<file path="src/wwdt_pkg.sv">
// Package: constants of the windowed watchdog timer
`default_nettype none
package wwdt_pkg;
  // Register byte offsets on the bus
  localparam logic [7:0]  OFS_SERVICE    = 8'h00;
  localparam logic [7:0]  OFS_CAUSE      = 8'h04;
  localparam logic [7:0]  OFS_COUNT      = 8'h08;
  // Service register values
  localparam logic [7:0]  SVC_KEY        = 8'hac;
  localparam logic [7:0]  SVC_READ_RUN   = 8'h9a;
  localparam logic [7:0]  SVC_READ_STOP  = 8'h1a;
  // Option byte field positions
  localparam int          OPT_LOCK_BIT   = 0;
  localparam int          OPT_OVF_LSB    = 1;
  localparam int          OPT_RUN_BIT    = 4;
  localparam int          OPT_WIN_LSB    = 5;
  // Cause register field and reset value
  localparam int          CAUSE_WDT_BIT  = 4;
  localparam logic        CAUSE_RESET    = 1'b0;
  // Counter geometry: overflow is 2^(10+select) ticks
  localparam int          CNT_W          = 18;
  localparam logic [CNT_W-1:0] OVF_BASE  = 18'h00400;
  // Data accesses at or above this address are never illegal
  localparam logic [15:0] EXEMPT_BASE    = 16'hfb00;
  // Timing: bus clock and low-speed oscillator period
  localparam int          CLK_PERIOD_NS  = 100;
  localparam int          LS_PERIOD_NS   = 4167;
  localparam int          LS_DIV         = LS_PERIOD_NS / CLK_PERIOD_NS;
  localparam int          LS_DIV_W       = 16;
  // Bus encodings
  localparam logic        HRESP_OKAY     = 1'b0;
  localparam int          HTRANS_NSEQ_B  = 1;
endpackage
`default_nettype wire

</file>
<file path="src/wwdt_tick.sv">
// Low-speed oscillator model: tick pulse every div clocks while running
`default_nettype none
module wwdt_tick
  import wwdt_pkg::*;
(
  // Clock and control
  input  wire logic                ref_clk,
  input  wire logic                rst,
  input  wire logic                ce,
  input  wire logic                osc_run,
  input  wire logic [LS_DIV_W-1:0] div,
  // Tick out
  output logic                     tick
);
  logic [LS_DIV_W-1:0] div_reg;

  // A stopped oscillator holds its phase, so no tick leaks out
  always_ff @(posedge ref_clk) begin
    if (rst) begin
      div_reg <= '0;
    end else if (ce && osc_run) begin
      if (div_reg >= div - 16'h0001) begin
        div_reg <= '0;
      end else begin
        div_reg <= div_reg + 16'h0001;
      end
    end
  end

  assign tick = ce && osc_run && (div_reg >= div - 16'h0001);
endmodule
`default_nettype wire

</file>
<file path="src/wwdt_area_chk.sv">
// Address map check for one access stream
`default_nettype none
module wwdt_area_chk
  import wwdt_pkg::*;
(
  // Access
  input  wire logic        valid,
  input  wire logic [15:0] addr,
  input  wire logic        exempt_top,
  // Configured areas
  input  wire logic [15:0] rom_limit,
  input  wire logic [15:0] ram_base,
  // Result
  output logic             bad
);
  logic in_rom;
  logic in_ram;
  logic exempt;

  assign in_rom = addr <= rom_limit;
  assign in_ram = addr >= ram_base;
  assign exempt = exempt_top && (addr >= EXEMPT_BASE);
  assign bad    = valid && !in_rom && !in_ram && !exempt;
endmodule
`default_nettype wire

</file>
<file path="src/wwdt_top.sv">
// Windowed watchdog timer with AHB-Lite register slave
// Contract
// - Run-enable option starts counter and illegal-access detection; else both stay off.
// - With counting enabled, counter runs from reset release without software.
// - Key write before overflow clears counter and restarts from zero.
// - After first service write, writes in closed window raise internal reset.
// - Overflow without valid key write raises internal reset.
// - Bit-manipulation instruction on service register raises internal reset.
// - Any non-key value written to service register raises internal reset.
// - With detection on, fetch outside configured memory raises reset.
// - With detection on, data access outside memory resets; top range exempt.
// - First service write after reset clears even inside closed window.
// - Overflow time after a clear may deviate by two low-speed periods.
// - Key write in last count before overflow still clears counter.
// - Lock option 0 halts count in HALT/STOP; 1 keeps counting.
// - Lock 0 and oscillator stopped by software freezes count, no clear.
// - Counting continues during flash self-programming and data emulation.
// - Overflow select codes 0 to 7 give 2^10 to 2^17 ticks.
// - Window codes 0 to 3 open 25, 50, 75, 100 percent.
// - Service register reads 9A when running, 1A when disabled.
// - A watchdog reset sets the watchdog cause flag.
// - Service violation while source clock stopped resets when it resumes.
`default_nettype none
module wwdt_top
  import wwdt_pkg::*;
#(
  parameter logic [LS_DIV_W-1:0] LS_DIVIDE = LS_DIV[LS_DIV_W-1:0]
) (
  // Clock, reset, enable
  input  wire logic               ref_clk,
  input  wire logic               rst,
  input  wire logic               ce,
  // AHB-Lite slave
  input  wire logic               hsel,
  input  wire logic [31:0]        haddr,
  input  wire logic [1:0]         htrans,
  input  wire logic               hwrite,
  input  wire logic [2:0]         hsize,
  input  wire logic [31:0]        hwdata,
  input  wire logic               hready,
  output logic                    hreadyout,
  output logic [31:0]             hrdata,
  output logic                    hresp,
  // Option byte and power state
  input  wire logic [7:0]         option_byte,
  input  wire logic               halt_mode,
  input  wire logic               stop_mode,
  input  wire logic               lowspeed_osc_halt,
  // CPU activity
  input  wire logic               bit_manip_svc,
  input  wire logic               fetch_valid,
  input  wire logic [15:0]        fetch_addr,
  input  wire logic               data_valid,
  input  wire logic [15:0]        data_addr,
  input  wire logic [15:0]        mem_rom_limit,
  input  wire logic [15:0]        mem_ram_base,
  // Results
  output logic                    wdt_reset_req,
  output logic                    wdt_reset_cause_flag,
  output logic                    window_open
);
  // Option byte, caught in the reset cycle (straps)
  logic             wdt_run_enable;
  logic             lowspeed_osc_lock;
  logic [2:0]       ovf_sel;
  logic [1:0]       open_sel;
  // Counter and sequencing state
  logic [CNT_W-1:0] cnt_reg;
  logic             first_done_reg;
  logic             pend_reg;
  // Bus data phase
  logic             dp_valid_reg;
  logic             dp_write_reg;
  logic [7:0]       dp_addr_reg;
  // Combinational
  logic             tick;
  logic             osc_run;
  logic             cnt_run;
  logic [CNT_W-1:0] limit;
  logic [CNT_W-1:0] quarter;
  logic [CNT_W-1:0] closed_end;
  logic             win_closed;
  logic             svc_wr;
  logic             key_ok;
  logic             svc_bad;
  logic             overflow;
  logic             fetch_bad;
  logic             data_bad;
  logic             illegal;
  logic             fire;
  logic             addr_ph;
  logic [7:0]       svc_read;

  always_ff @(posedge ref_clk) begin
    if (rst) begin
      wdt_run_enable    <= option_byte[OPT_RUN_BIT];
      lowspeed_osc_lock <= option_byte[OPT_LOCK_BIT];
      ovf_sel           <= option_byte[OPT_OVF_LSB +: 3];
      open_sel          <= option_byte[OPT_WIN_LSB +: 2];
    end
  end

  // Oscillator only stoppable by software while unlocked
  assign osc_run = lowspeed_osc_lock || !lowspeed_osc_halt;

  wwdt_tick u_tick (
    .ref_clk (ref_clk),
    .rst     (rst),
    .ce      (ce),
    .osc_run (osc_run),
    .div     (LS_DIVIDE),
    .tick    (tick)
  );

  // Flash programming has no input here, so it cannot pause the count
  assign cnt_run = wdt_run_enable && tick
                   && (lowspeed_osc_lock || !(halt_mode || stop_mode));

  assign limit   = OVF_BASE << ovf_sel;
  assign quarter = limit >> 2;

  // Closed part counted from the clear point
  always_comb begin
    unique case (open_sel)
      2'b00:   closed_end = limit - quarter;
      2'b01:   closed_end = quarter << 1;
      2'b10:   closed_end = quarter;
      2'b11:   closed_end = '0;
    endcase
  end

  assign win_closed = cnt_reg < closed_end;

  assign svc_wr  = ce && dp_valid_reg && dp_write_reg
                   && (dp_addr_reg == OFS_SERVICE);
  assign key_ok  = svc_wr && (hwdata[7:0] == SVC_KEY)
                   && (!first_done_reg || !win_closed);
  assign svc_bad = (svc_wr && !key_ok) || (ce && bit_manip_svc);
  // Key in the last count wins over the overflow
  assign overflow = cnt_run && (cnt_reg == limit - 18'h00001)
                    && !key_ok;

  wwdt_area_chk u_fetch_chk (
    .valid      (fetch_valid),
    .addr       (fetch_addr),
    .exempt_top (1'b0),
    .rom_limit  (mem_rom_limit),
    .ram_base   (mem_ram_base),
    .bad        (fetch_bad)
  );

  wwdt_area_chk u_data_chk (
    .valid      (data_valid),
    .addr       (data_addr),
    .exempt_top (1'b1),
    .rom_limit  (mem_rom_limit),
    .ram_base   (mem_ram_base),
    .bad        (data_bad)
  );

  assign illegal = ce && wdt_run_enable && (fetch_bad || data_bad);
  // Service violations are timed by the source clock, so they wait for it
  assign fire = overflow || illegal || (tick && (pend_reg || svc_bad));

  always_ff @(posedge ref_clk) begin
    if (rst) begin
      pend_reg <= 1'b0;
    end else if (ce) begin
      if (fire) begin
        pend_reg <= 1'b0;
      end else if (svc_bad) begin
        pend_reg <= 1'b1;
      end
    end
  end

  // Counter; a watchdog reset also restarts the watchdog itself
  always_ff @(posedge ref_clk) begin
    if (rst) begin
      cnt_reg <= '0;
    end else if (ce) begin
      if (fire || key_ok) begin
        cnt_reg <= '0;
      end else if (cnt_run) begin
        cnt_reg <= cnt_reg + 18'h00001;
      end
    end
  end

  always_ff @(posedge ref_clk) begin
    if (rst) begin
      first_done_reg <= 1'b0;
    end else if (ce) begin
      if (fire) begin
        first_done_reg <= 1'b0;
      end else if (key_ok) begin
        first_done_reg <= 1'b1;
      end
    end
  end

  always_ff @(posedge ref_clk) begin
    if (rst) begin
      wdt_reset_req <= 1'b0;
      window_open   <= 1'b0;
    end else if (ce) begin
      wdt_reset_req <= fire;
      window_open   <= !first_done_reg || !win_closed;
    end
  end

  // AHB-Lite address phase; zero wait states
  assign addr_ph  = ce && hsel && hready && htrans[HTRANS_NSEQ_B];
  assign svc_read = wdt_run_enable ? SVC_READ_RUN : SVC_READ_STOP;

  always_ff @(posedge ref_clk) begin
    if (rst) begin
      dp_valid_reg <= 1'b0;
      dp_write_reg <= 1'b0;
      dp_addr_reg  <= '0;
    end else if (ce && hready) begin
      dp_valid_reg <= addr_ph;
      dp_write_reg <= hwrite;
      dp_addr_reg  <= haddr[7:0];
    end
  end

  always_ff @(posedge ref_clk) begin
    if (rst) begin
      hrdata    <= '0;
      hreadyout <= 1'b1;
      hresp     <= HRESP_OKAY;
    end else if (ce) begin
      hreadyout <= 1'b1;
      hresp     <= HRESP_OKAY;
      if (addr_ph && !hwrite) begin
        unique case (haddr[7:0])
          OFS_SERVICE: hrdata <= {24'h000000, svc_read};
          OFS_CAUSE:   hrdata <= {27'h0000000, wdt_reset_cause_flag,
                                  4'h0};
          OFS_COUNT:   hrdata <= {14'h0000, cnt_reg};
          default:     hrdata <= '0;
        endcase
      end
    end
  end

  // Cause flag: read clears, a new watchdog reset wins over the clear
  always_ff @(posedge ref_clk) begin
    if (rst) begin
      wdt_reset_cause_flag <= CAUSE_RESET;
    end else if (ce) begin
      if (fire) begin
        wdt_reset_cause_flag <= 1'b1;
      end else if (addr_ph && !hwrite && haddr[7:0] == OFS_CAUSE) begin
        wdt_reset_cause_flag <= 1'b0;
      end
    end
  end
endmodule
`default_nettype wire

</file>
<file path="config.mk">
export PLATFORM = sky130hd
export DESIGN_NAME = wwdt_top
export DESIGN_NICKNAME = d
export VERILOG_FILES = /design/src/wwdt_pkg.sv /design/src/wwdt_tick.sv /design/src/wwdt_area_chk.sv /design/src/wwdt_top.sv
export SDC_FILE = /design/constraint.sdc
export NUM_CORES = 1
export LEC_CHECK = 0
export BUFFER_PORTS_ARGS = -buffer_cell sky130_fd_sc_hd__buf_2
export CAP_MARGIN = 10
export CELL_PAD_IN_SITES_DETAIL_PLACEMENT = 0
export CELL_PAD_IN_SITES_GLOBAL_PLACEMENT = 1
export CORE_ASPECT_RATIO = 0.75
export CORE_UTILIZATION = 38
export CTS_BUF_LIST = sky130_fd_sc_hd__clkbuf_16
export DETAILED_ROUTE_END_ITERATION = 16
export GPL_TIMING_DRIVEN = 0
export PLACE_DENSITY = 0.83
export SETUP_SLACK_MARGIN = 0.05
export SLEW_MARGIN = 0
export SYNTH_ARGS = -nofsm -noshare
export SYNTH_HDL_FRONTEND = slang
export SYNTH_HIERARCHICAL = 1
export SYNTH_SLANG_ARGS = --single-unit
</file>
<file path="constraint.sdc">
create_clock -name ref_clk -period 5 [get_ports ref_clk]
set_input_delay 0.75 -clock ref_clk [delete_from_list [all_inputs] [get_ports ref_clk]]
set_output_delay 0.75 -clock ref_clk [all_outputs]
set_load 0.01 [all_outputs]
</file>
Yosys cells after proc, flatten, opt, wreduce, memory -nomap -nowiden
Cells that the tools add are included.
Widths: inputs -> output; s select.
{"block": "totals", "wordCells": 106, "mem_bits_ro": 0, "n_memories": 0, "out_inout_bits": 37, "regBits": 88, "inputBits": 153, "latchBits": 0, "ramBits": 0}
{"block": "op_classes", "add_sub_neg": 4, "shifts": 1, "n_reduce_logical": 60, "magnitude_cmp": 7, "n_div": 0, "n_mul": 0, "n_eq_ne": 7, "bitwise": 0, "muxes": 12}
{"op": "$pmux 18 s4", "count": 1}
{"op": "$pmux 18 s3", "count": 1}
{"op": "$mux 18", "count": 2}
{"op": "$ge 16x16->1", "count": 2}
{"op": "$le 16x16->1", "count": 2}
{"op": "$logic_and 1x1->1", "count": 27}
{"op": "$add 18x1->18 const B", "count": 1}
{"op": "$eq 18x18->1", "count": 1}
{"op": "$lt 18x18->1", "count": 1}
{"op": "$shl 11x3->18 const A", "count": 1}
{"op": "$sub 18x1->18 const B", "count": 1}
{"op": "$sub 18x16->18", "count": 1}
{"op": "$add 16x1->16 const B", "count": 1}
{"op": "$ge 16x16->1 const B", "count": 1}
{"op": "$ge 16x6->1 const B", "count": 1}
{"op": "$logic_not 8->1", "count": 2}
{"op": "$mux 16", "count": 1}
{"op": "$logic_not 1->1", "count": 11}
{"op": "$logic_or 1x1->1", "count": 10}
{"op": "$reduce_and 2->1", "count": 5}
{"op": "$eq 8x3->1 const B", "count": 1}
{"op": "$eq 8x4->1 const B", "count": 1}
{"op": "$eq 8x8->1 const B", "count": 1}
{"op": "$mux 8", "count": 1}
{"op": "5 further kinds", "count": 14}

Logic depth before layout (Yosys ltp)
{"block": "logic_depth", "depth_word": 16, "ltp_mapped": 20, "ltp_nobuf": 17}

Cells and area by module
The synthesis kept the hierarchy.
{"module": "wwdt_top", "cells_per_inst": 386, "area_per_inst_um2": 3229.3, "n_inst": 1}
{"module": "wwdt_area_chk", "cells_per_inst": 115, "area_per_inst_um2": 824.5, "n_inst": 2}
{"module": "wwdt_tick", "cells_per_inst": 156, "area_per_inst_um2": 1428.9, "n_inst": 1}

Worst setup path after synthesis
OpenSTA, ideal clock, no wires.
{"block": "synth_path", "path_type": "register -> register", "startpoint": "reg ovf_sel[2]", "endpoint": "reg cnt_reg[5]", "required_time_ps": 4934, "path_slack_ps": 1272, "path_stages_with_launch": 19, "synth_period_minus_slack_ps": 3728, "t_arrival_ps": 3662, "path_cell_list": "edfxtp_1 -> buf_2 -> buf_1 -> nor2b_1 -> nand2_1 -> ha_1 -> o21ai_0 -> a21oi_1 -> nor2_1 -> a21oi_1 -> or3_1 -> ha_1 -> o21ai_0 -> o21ai_2 -> o311a_4 -> o211ai_2 -> nand2_4 -> or3_1 -> a21oi_2"}
{"block": "synth_via", "elab_chain_cells": 16}
{"item": "start: declaration", "line": "wwdt_top.sv:65", "rtl": "logic [2:0] ovf_sel;"}
{"item": "start signal: assignment", "line": "wwdt_top.sv:98", "rtl": "ovf_sel <= option_byte[OPT_OVF_LSB +: 3];"}
{"item": "$shl 11x3->18 *", "line": "wwdt_top.sv:119", "rtl": "assign limit = OVF_BASE << ovf_sel;"}
{"item": "$sub 18x16->18", "line": "wwdt_top.sv:125", "rtl": "2'b00: closed_end = limit - quarter;"}
{"item": "$pmux 18 s4", "line": "wwdt_top.sv:124", "rtl": "unique case (open_sel)"}
{"item": "$lt 18x18->1", "line": "wwdt_top.sv:132", "rtl": "assign win_closed = cnt_reg < closed_end;"}
{"item": "$logic_not 1->1", "line": "wwdt_top.sv:137", "rtl": "&& (!first_done_reg || !win_closed);"}
{"item": "$logic_or 1x1->1", "line": "wwdt_top.sv:137"}
{"item": "$logic_and 1x1->1", "line": "wwdt_top.sv:137"}
{"item": "$logic_not 1->1", "line": "wwdt_top.sv:138, wwdt_top.sv:141"}
{"item": "$logic_and 1x1->1", "line": "wwdt_top.sv:138", "rtl": "assign svc_bad = (svc_wr && !key_ok) || (ce && bit_manip_svc);"}
{"item": "$logic_or 1x1->1", "line": "wwdt_top.sv:138"}
{"item": "$logic_or 1x1->1", "line": "wwdt_top.sv:163", "rtl": "assign fire = overflow || illegal || (tick && (pend_reg || svc_bad));"}
{"item": "$logic_and 1x1->1", "line": "wwdt_top.sv:163"}
{"item": "$logic_or 1x1->1", "line": "wwdt_top.sv:163"}
{"item": "$logic_or 1x1->1 *", "line": "wwdt_top.sv:182", "rtl": "if (fire || key_ok) begin"}
{"item": "$reduce_bool 2->1 (no line)"}
{"item": "$reduce_and 2->1 (no line)"}
{"item": "end signal: assignment", "line": "wwdt_top.sv:185", "rtl": "cnt_reg <= cnt_reg + 18'h00001;"}
{"item": "end: declaration", "line": "wwdt_top.sv:68", "rtl": "logic [CNT_W-1:0] cnt_reg;"}
Every way passes the cells marked *; elsewhere a longest branch is shown, timed or not.
A chain may end at the register's enable or synchronous reset.

Worst setup path in the final report
{"block": "layout_path", "startpoint": "reg ovf_sel[2]", "endpoint": "reg cnt_reg[15]"}
The elaborated chain is that of the path after synthesis.

==> impl_results.md <==
- Status: finished, final reports clean
- Final net count: between 1k and 1.5k
- Commonest non-fill, non-tap cell in the layout: buf_2
- Postcts setup bufs: 0
- IO Port Bufs: 120
- GRT Overall Usage: a little under a fifth
- Clock root buffer: clkbuf_16
- Setup Crit Path Kind: reg2reg
- Dpl ws: roughly 800 ps
- Most frequent cells in the layout: buf_2 (123), ha_1 (95), inv_1 (80)
- TritonCTS clock tree: built
- Largest net degree at the start of global routing: 15
- Fmax achieved: approximately 240 MHz
- # hold bufs at CTS: 0
- PD cells: ~200 nW/um^2
- Final worst slack: slightly below 800 ps
- RSZ-0062 raised after global routing: false
- Die width: ~150 um
- #FFs+latches synth: 74
- Min Tclk post-route: 4230 ps
- Routed Antenna Nets: 0
- Worst Path Required: around 5200 ps
- Num CTS Buffers: 9
- Routability cong.: 0.820
- Site Rows: 40
- Synth top area share: between 20% and 30%
- Clock tree buffer depth: 2
- CP endpoint kind: flip-flop
- Crit-path max FO: 10
- Syn_area_per_cell: 8.17 sq um
- Drt via density: a little under 5
- Via count: between 5k and 6k
- Post-cts sizing count: 0
- Final Skew: approximately 6.5 ps
- Synth cell types: 78
- Max Slew Vio Count: 0
- Worst slew margin: 52.6%
- Synth Instances: slightly below 800
- Slew at the pin with the worst max-slew slack: slightly above 700 ps
- Clock transition at the registers of the reported paths: roughly 60 ps
- Clk sinks: 74
- Ports: 190
- Initial Util: 39.1%
- Yosys warnings: 6
- Hold crit path type: reg2reg
- 1st-pass router iterations: 4
- Seq/Total Area, Yosys: 24.6%
- P_leak: around 0.0036 uW
- Biggest area consumer among synthesized cells: dfxtp_1
- Number of synthesized flops with an enable pin: 7
- Total core area: 16100 sq um
- Share of layout cells above drive strength 1: between 20% and 30%
- Mapped Area: around 6300 sq um
- Area growth from synthesis to layout: 22.1%
- Global route overflow: 0
- Initial antenna violation count: 2
- Vias in the first global route: 5341
- Worst-Skew Late Latency: approximately 330 ps
- Die area: between 15000 and 20000 sq um
- Synth Flop Type: dfxtp_1
- FFs w/ async S/R, synth: 0%
- DRC marker count from the first detailed-route iteration: around 210
- First-pass GRT wire length: about 26000 um
- H-tree depth: 3
- Hold Fails Final Rpt: 0
- Final wirelength: 15500 um
- Top post-synthesis cells by area: dfxtp_1 (21%), ha_1 (19%), inv_1 (4.7%)
- Setup violations, final: 0
- CP Launch Type: flip-flop
- Worst vdd ir: around 0.11 mV
- Drt wl/cell: roughly 13 um
- Max Cap Viol: 0
- Fin crit share: between 80% and 90%
- Fin Setup TNS: 0 ps
- Post-detail-place hpwl: between 10000 and 15000 um
- Die height: 114 um
- Worst Path Arrival: ~4500 ps
- Drc violations: 0
==> critical path, stage by stage (launching register included) <==
cell,delay (ps)
edfxtp_1,360
buf_2,180
buf_1,230
nor2b_1,200
nand2_1,100
ha_1,310
o21ai_0,150
a21oi_1,80
nor2_1,130
a21oi_1,80
or3_1,330
ha_1,290
nand4_1,110
a211oi_1,460
o311ai_1,250
o211a_4,240
nor4_1,380
xnor2_1,180
nor2_2,40
==> report_power, final <==
group,switching (uW),internal (uW)
logic,180,136
clock network,243,360
registers,9.42,611
total,433,1110
==> cells in the mapped netlist, drive strengths merged (8+ instances only) <==
| cell type | n |
|---|---|
| a211oi | 8 |
| a22oi | 14 |
| buf | 25 |
| clkbuf | 16 |
| xor2 | 23 |
| ha | 95 |
| nand4 | 28 |
| nor3 | 32 |
| xnor2 | 21 |
| nor2 | 69 |
| nand2 | 59 |
| inv | 79 |
| nor4 | 14 |
| o21ai | 29 |
| a21o | 8 |
| and2 | 9 |
| dfxtp | 67 |
| nand3 | 22 |
| a21oi | 51 |
| and3 | 8 |
| nand2b | 14 |
==> logic make-up after synthesis <==
group | Yosys count | synth area share, %
buffers and inverters | 120 | 8.45
muxes | 3 | 0.476
and+or+nand+nor | 284 | 24.6
AOI/OAI and AO/OA | 150 | 16.8
DFF | 74 | 24.6
adders and majority gates | 95 | 18.8
xor gates and xnor gates | 44 | 6.11
other | 2 | 0.119
==> through the flow <==
step	std cells	utilization, %	hold slack (ps)	power, uW	cell area, sq um
2_1_floorplan	837	-	432	839	6550
3_3_place_gp	1167	46.0	438	941	7410
3_5_place_dp	1167	46.0	445	947	7410
4_1_cts	1183	47.8	453	1550	7700
5_1_grt	1183	47.8	473	1630	7700
6_report	1185	47.8	453	1540	7700
==> layer usage <==
metal / wire, um / global-route usage (%) / vias to the layer above
met5: 0 / 0 / -
met4: 130 / 4.67 / 0
met3: 779 / 3.12 / 14
met2: 6520 / 29.3 / 136
met1: 8110 / 27.2 / 2556
li1: - / - / 3062
==> area by class of cell <==
type | instances | area [sq um]
Antenna cell | 2 | 5.00
Buffer | 41 | 236
Clock buffer | 10 | 250
Clock inverter | 6 | 31.3
Fill cell | 1661 | 8410
Inverter | 79 | 297
Multi-Input combinational cell | 643 | 4470
Sequential cell | 74 | 1550
Tap cell | 210 | 263
Timing Repair Buffer | 120 | 601
==> path summary, 6_finish.rpt <==
kind / start / end / slack, ps / depth (start not counted)
setup reg to reg: ovf_sel[2]$_DFFE_PP_ / cnt_reg[15]$_SDFFE_PP0P_ / 770 / 18
hold / removal: dp_addr_reg[6]$_SDFFE_PP0P_ / dp_addr_reg[6]$_SDFFE_PP0P_ / 450 / 2
setup / recovery: ovf_sel[2]$_DFFE_PP_ / cnt_reg[15]$_SDFFE_PP0P_ / 770 / 18
hold reg to reg: dp_addr_reg[6]$_SDFFE_PP0P_ / dp_addr_reg[6]$_SDFFE_PP0P_ / 450 / 2
Note: power is estimated with default switching activity, not from simulation.
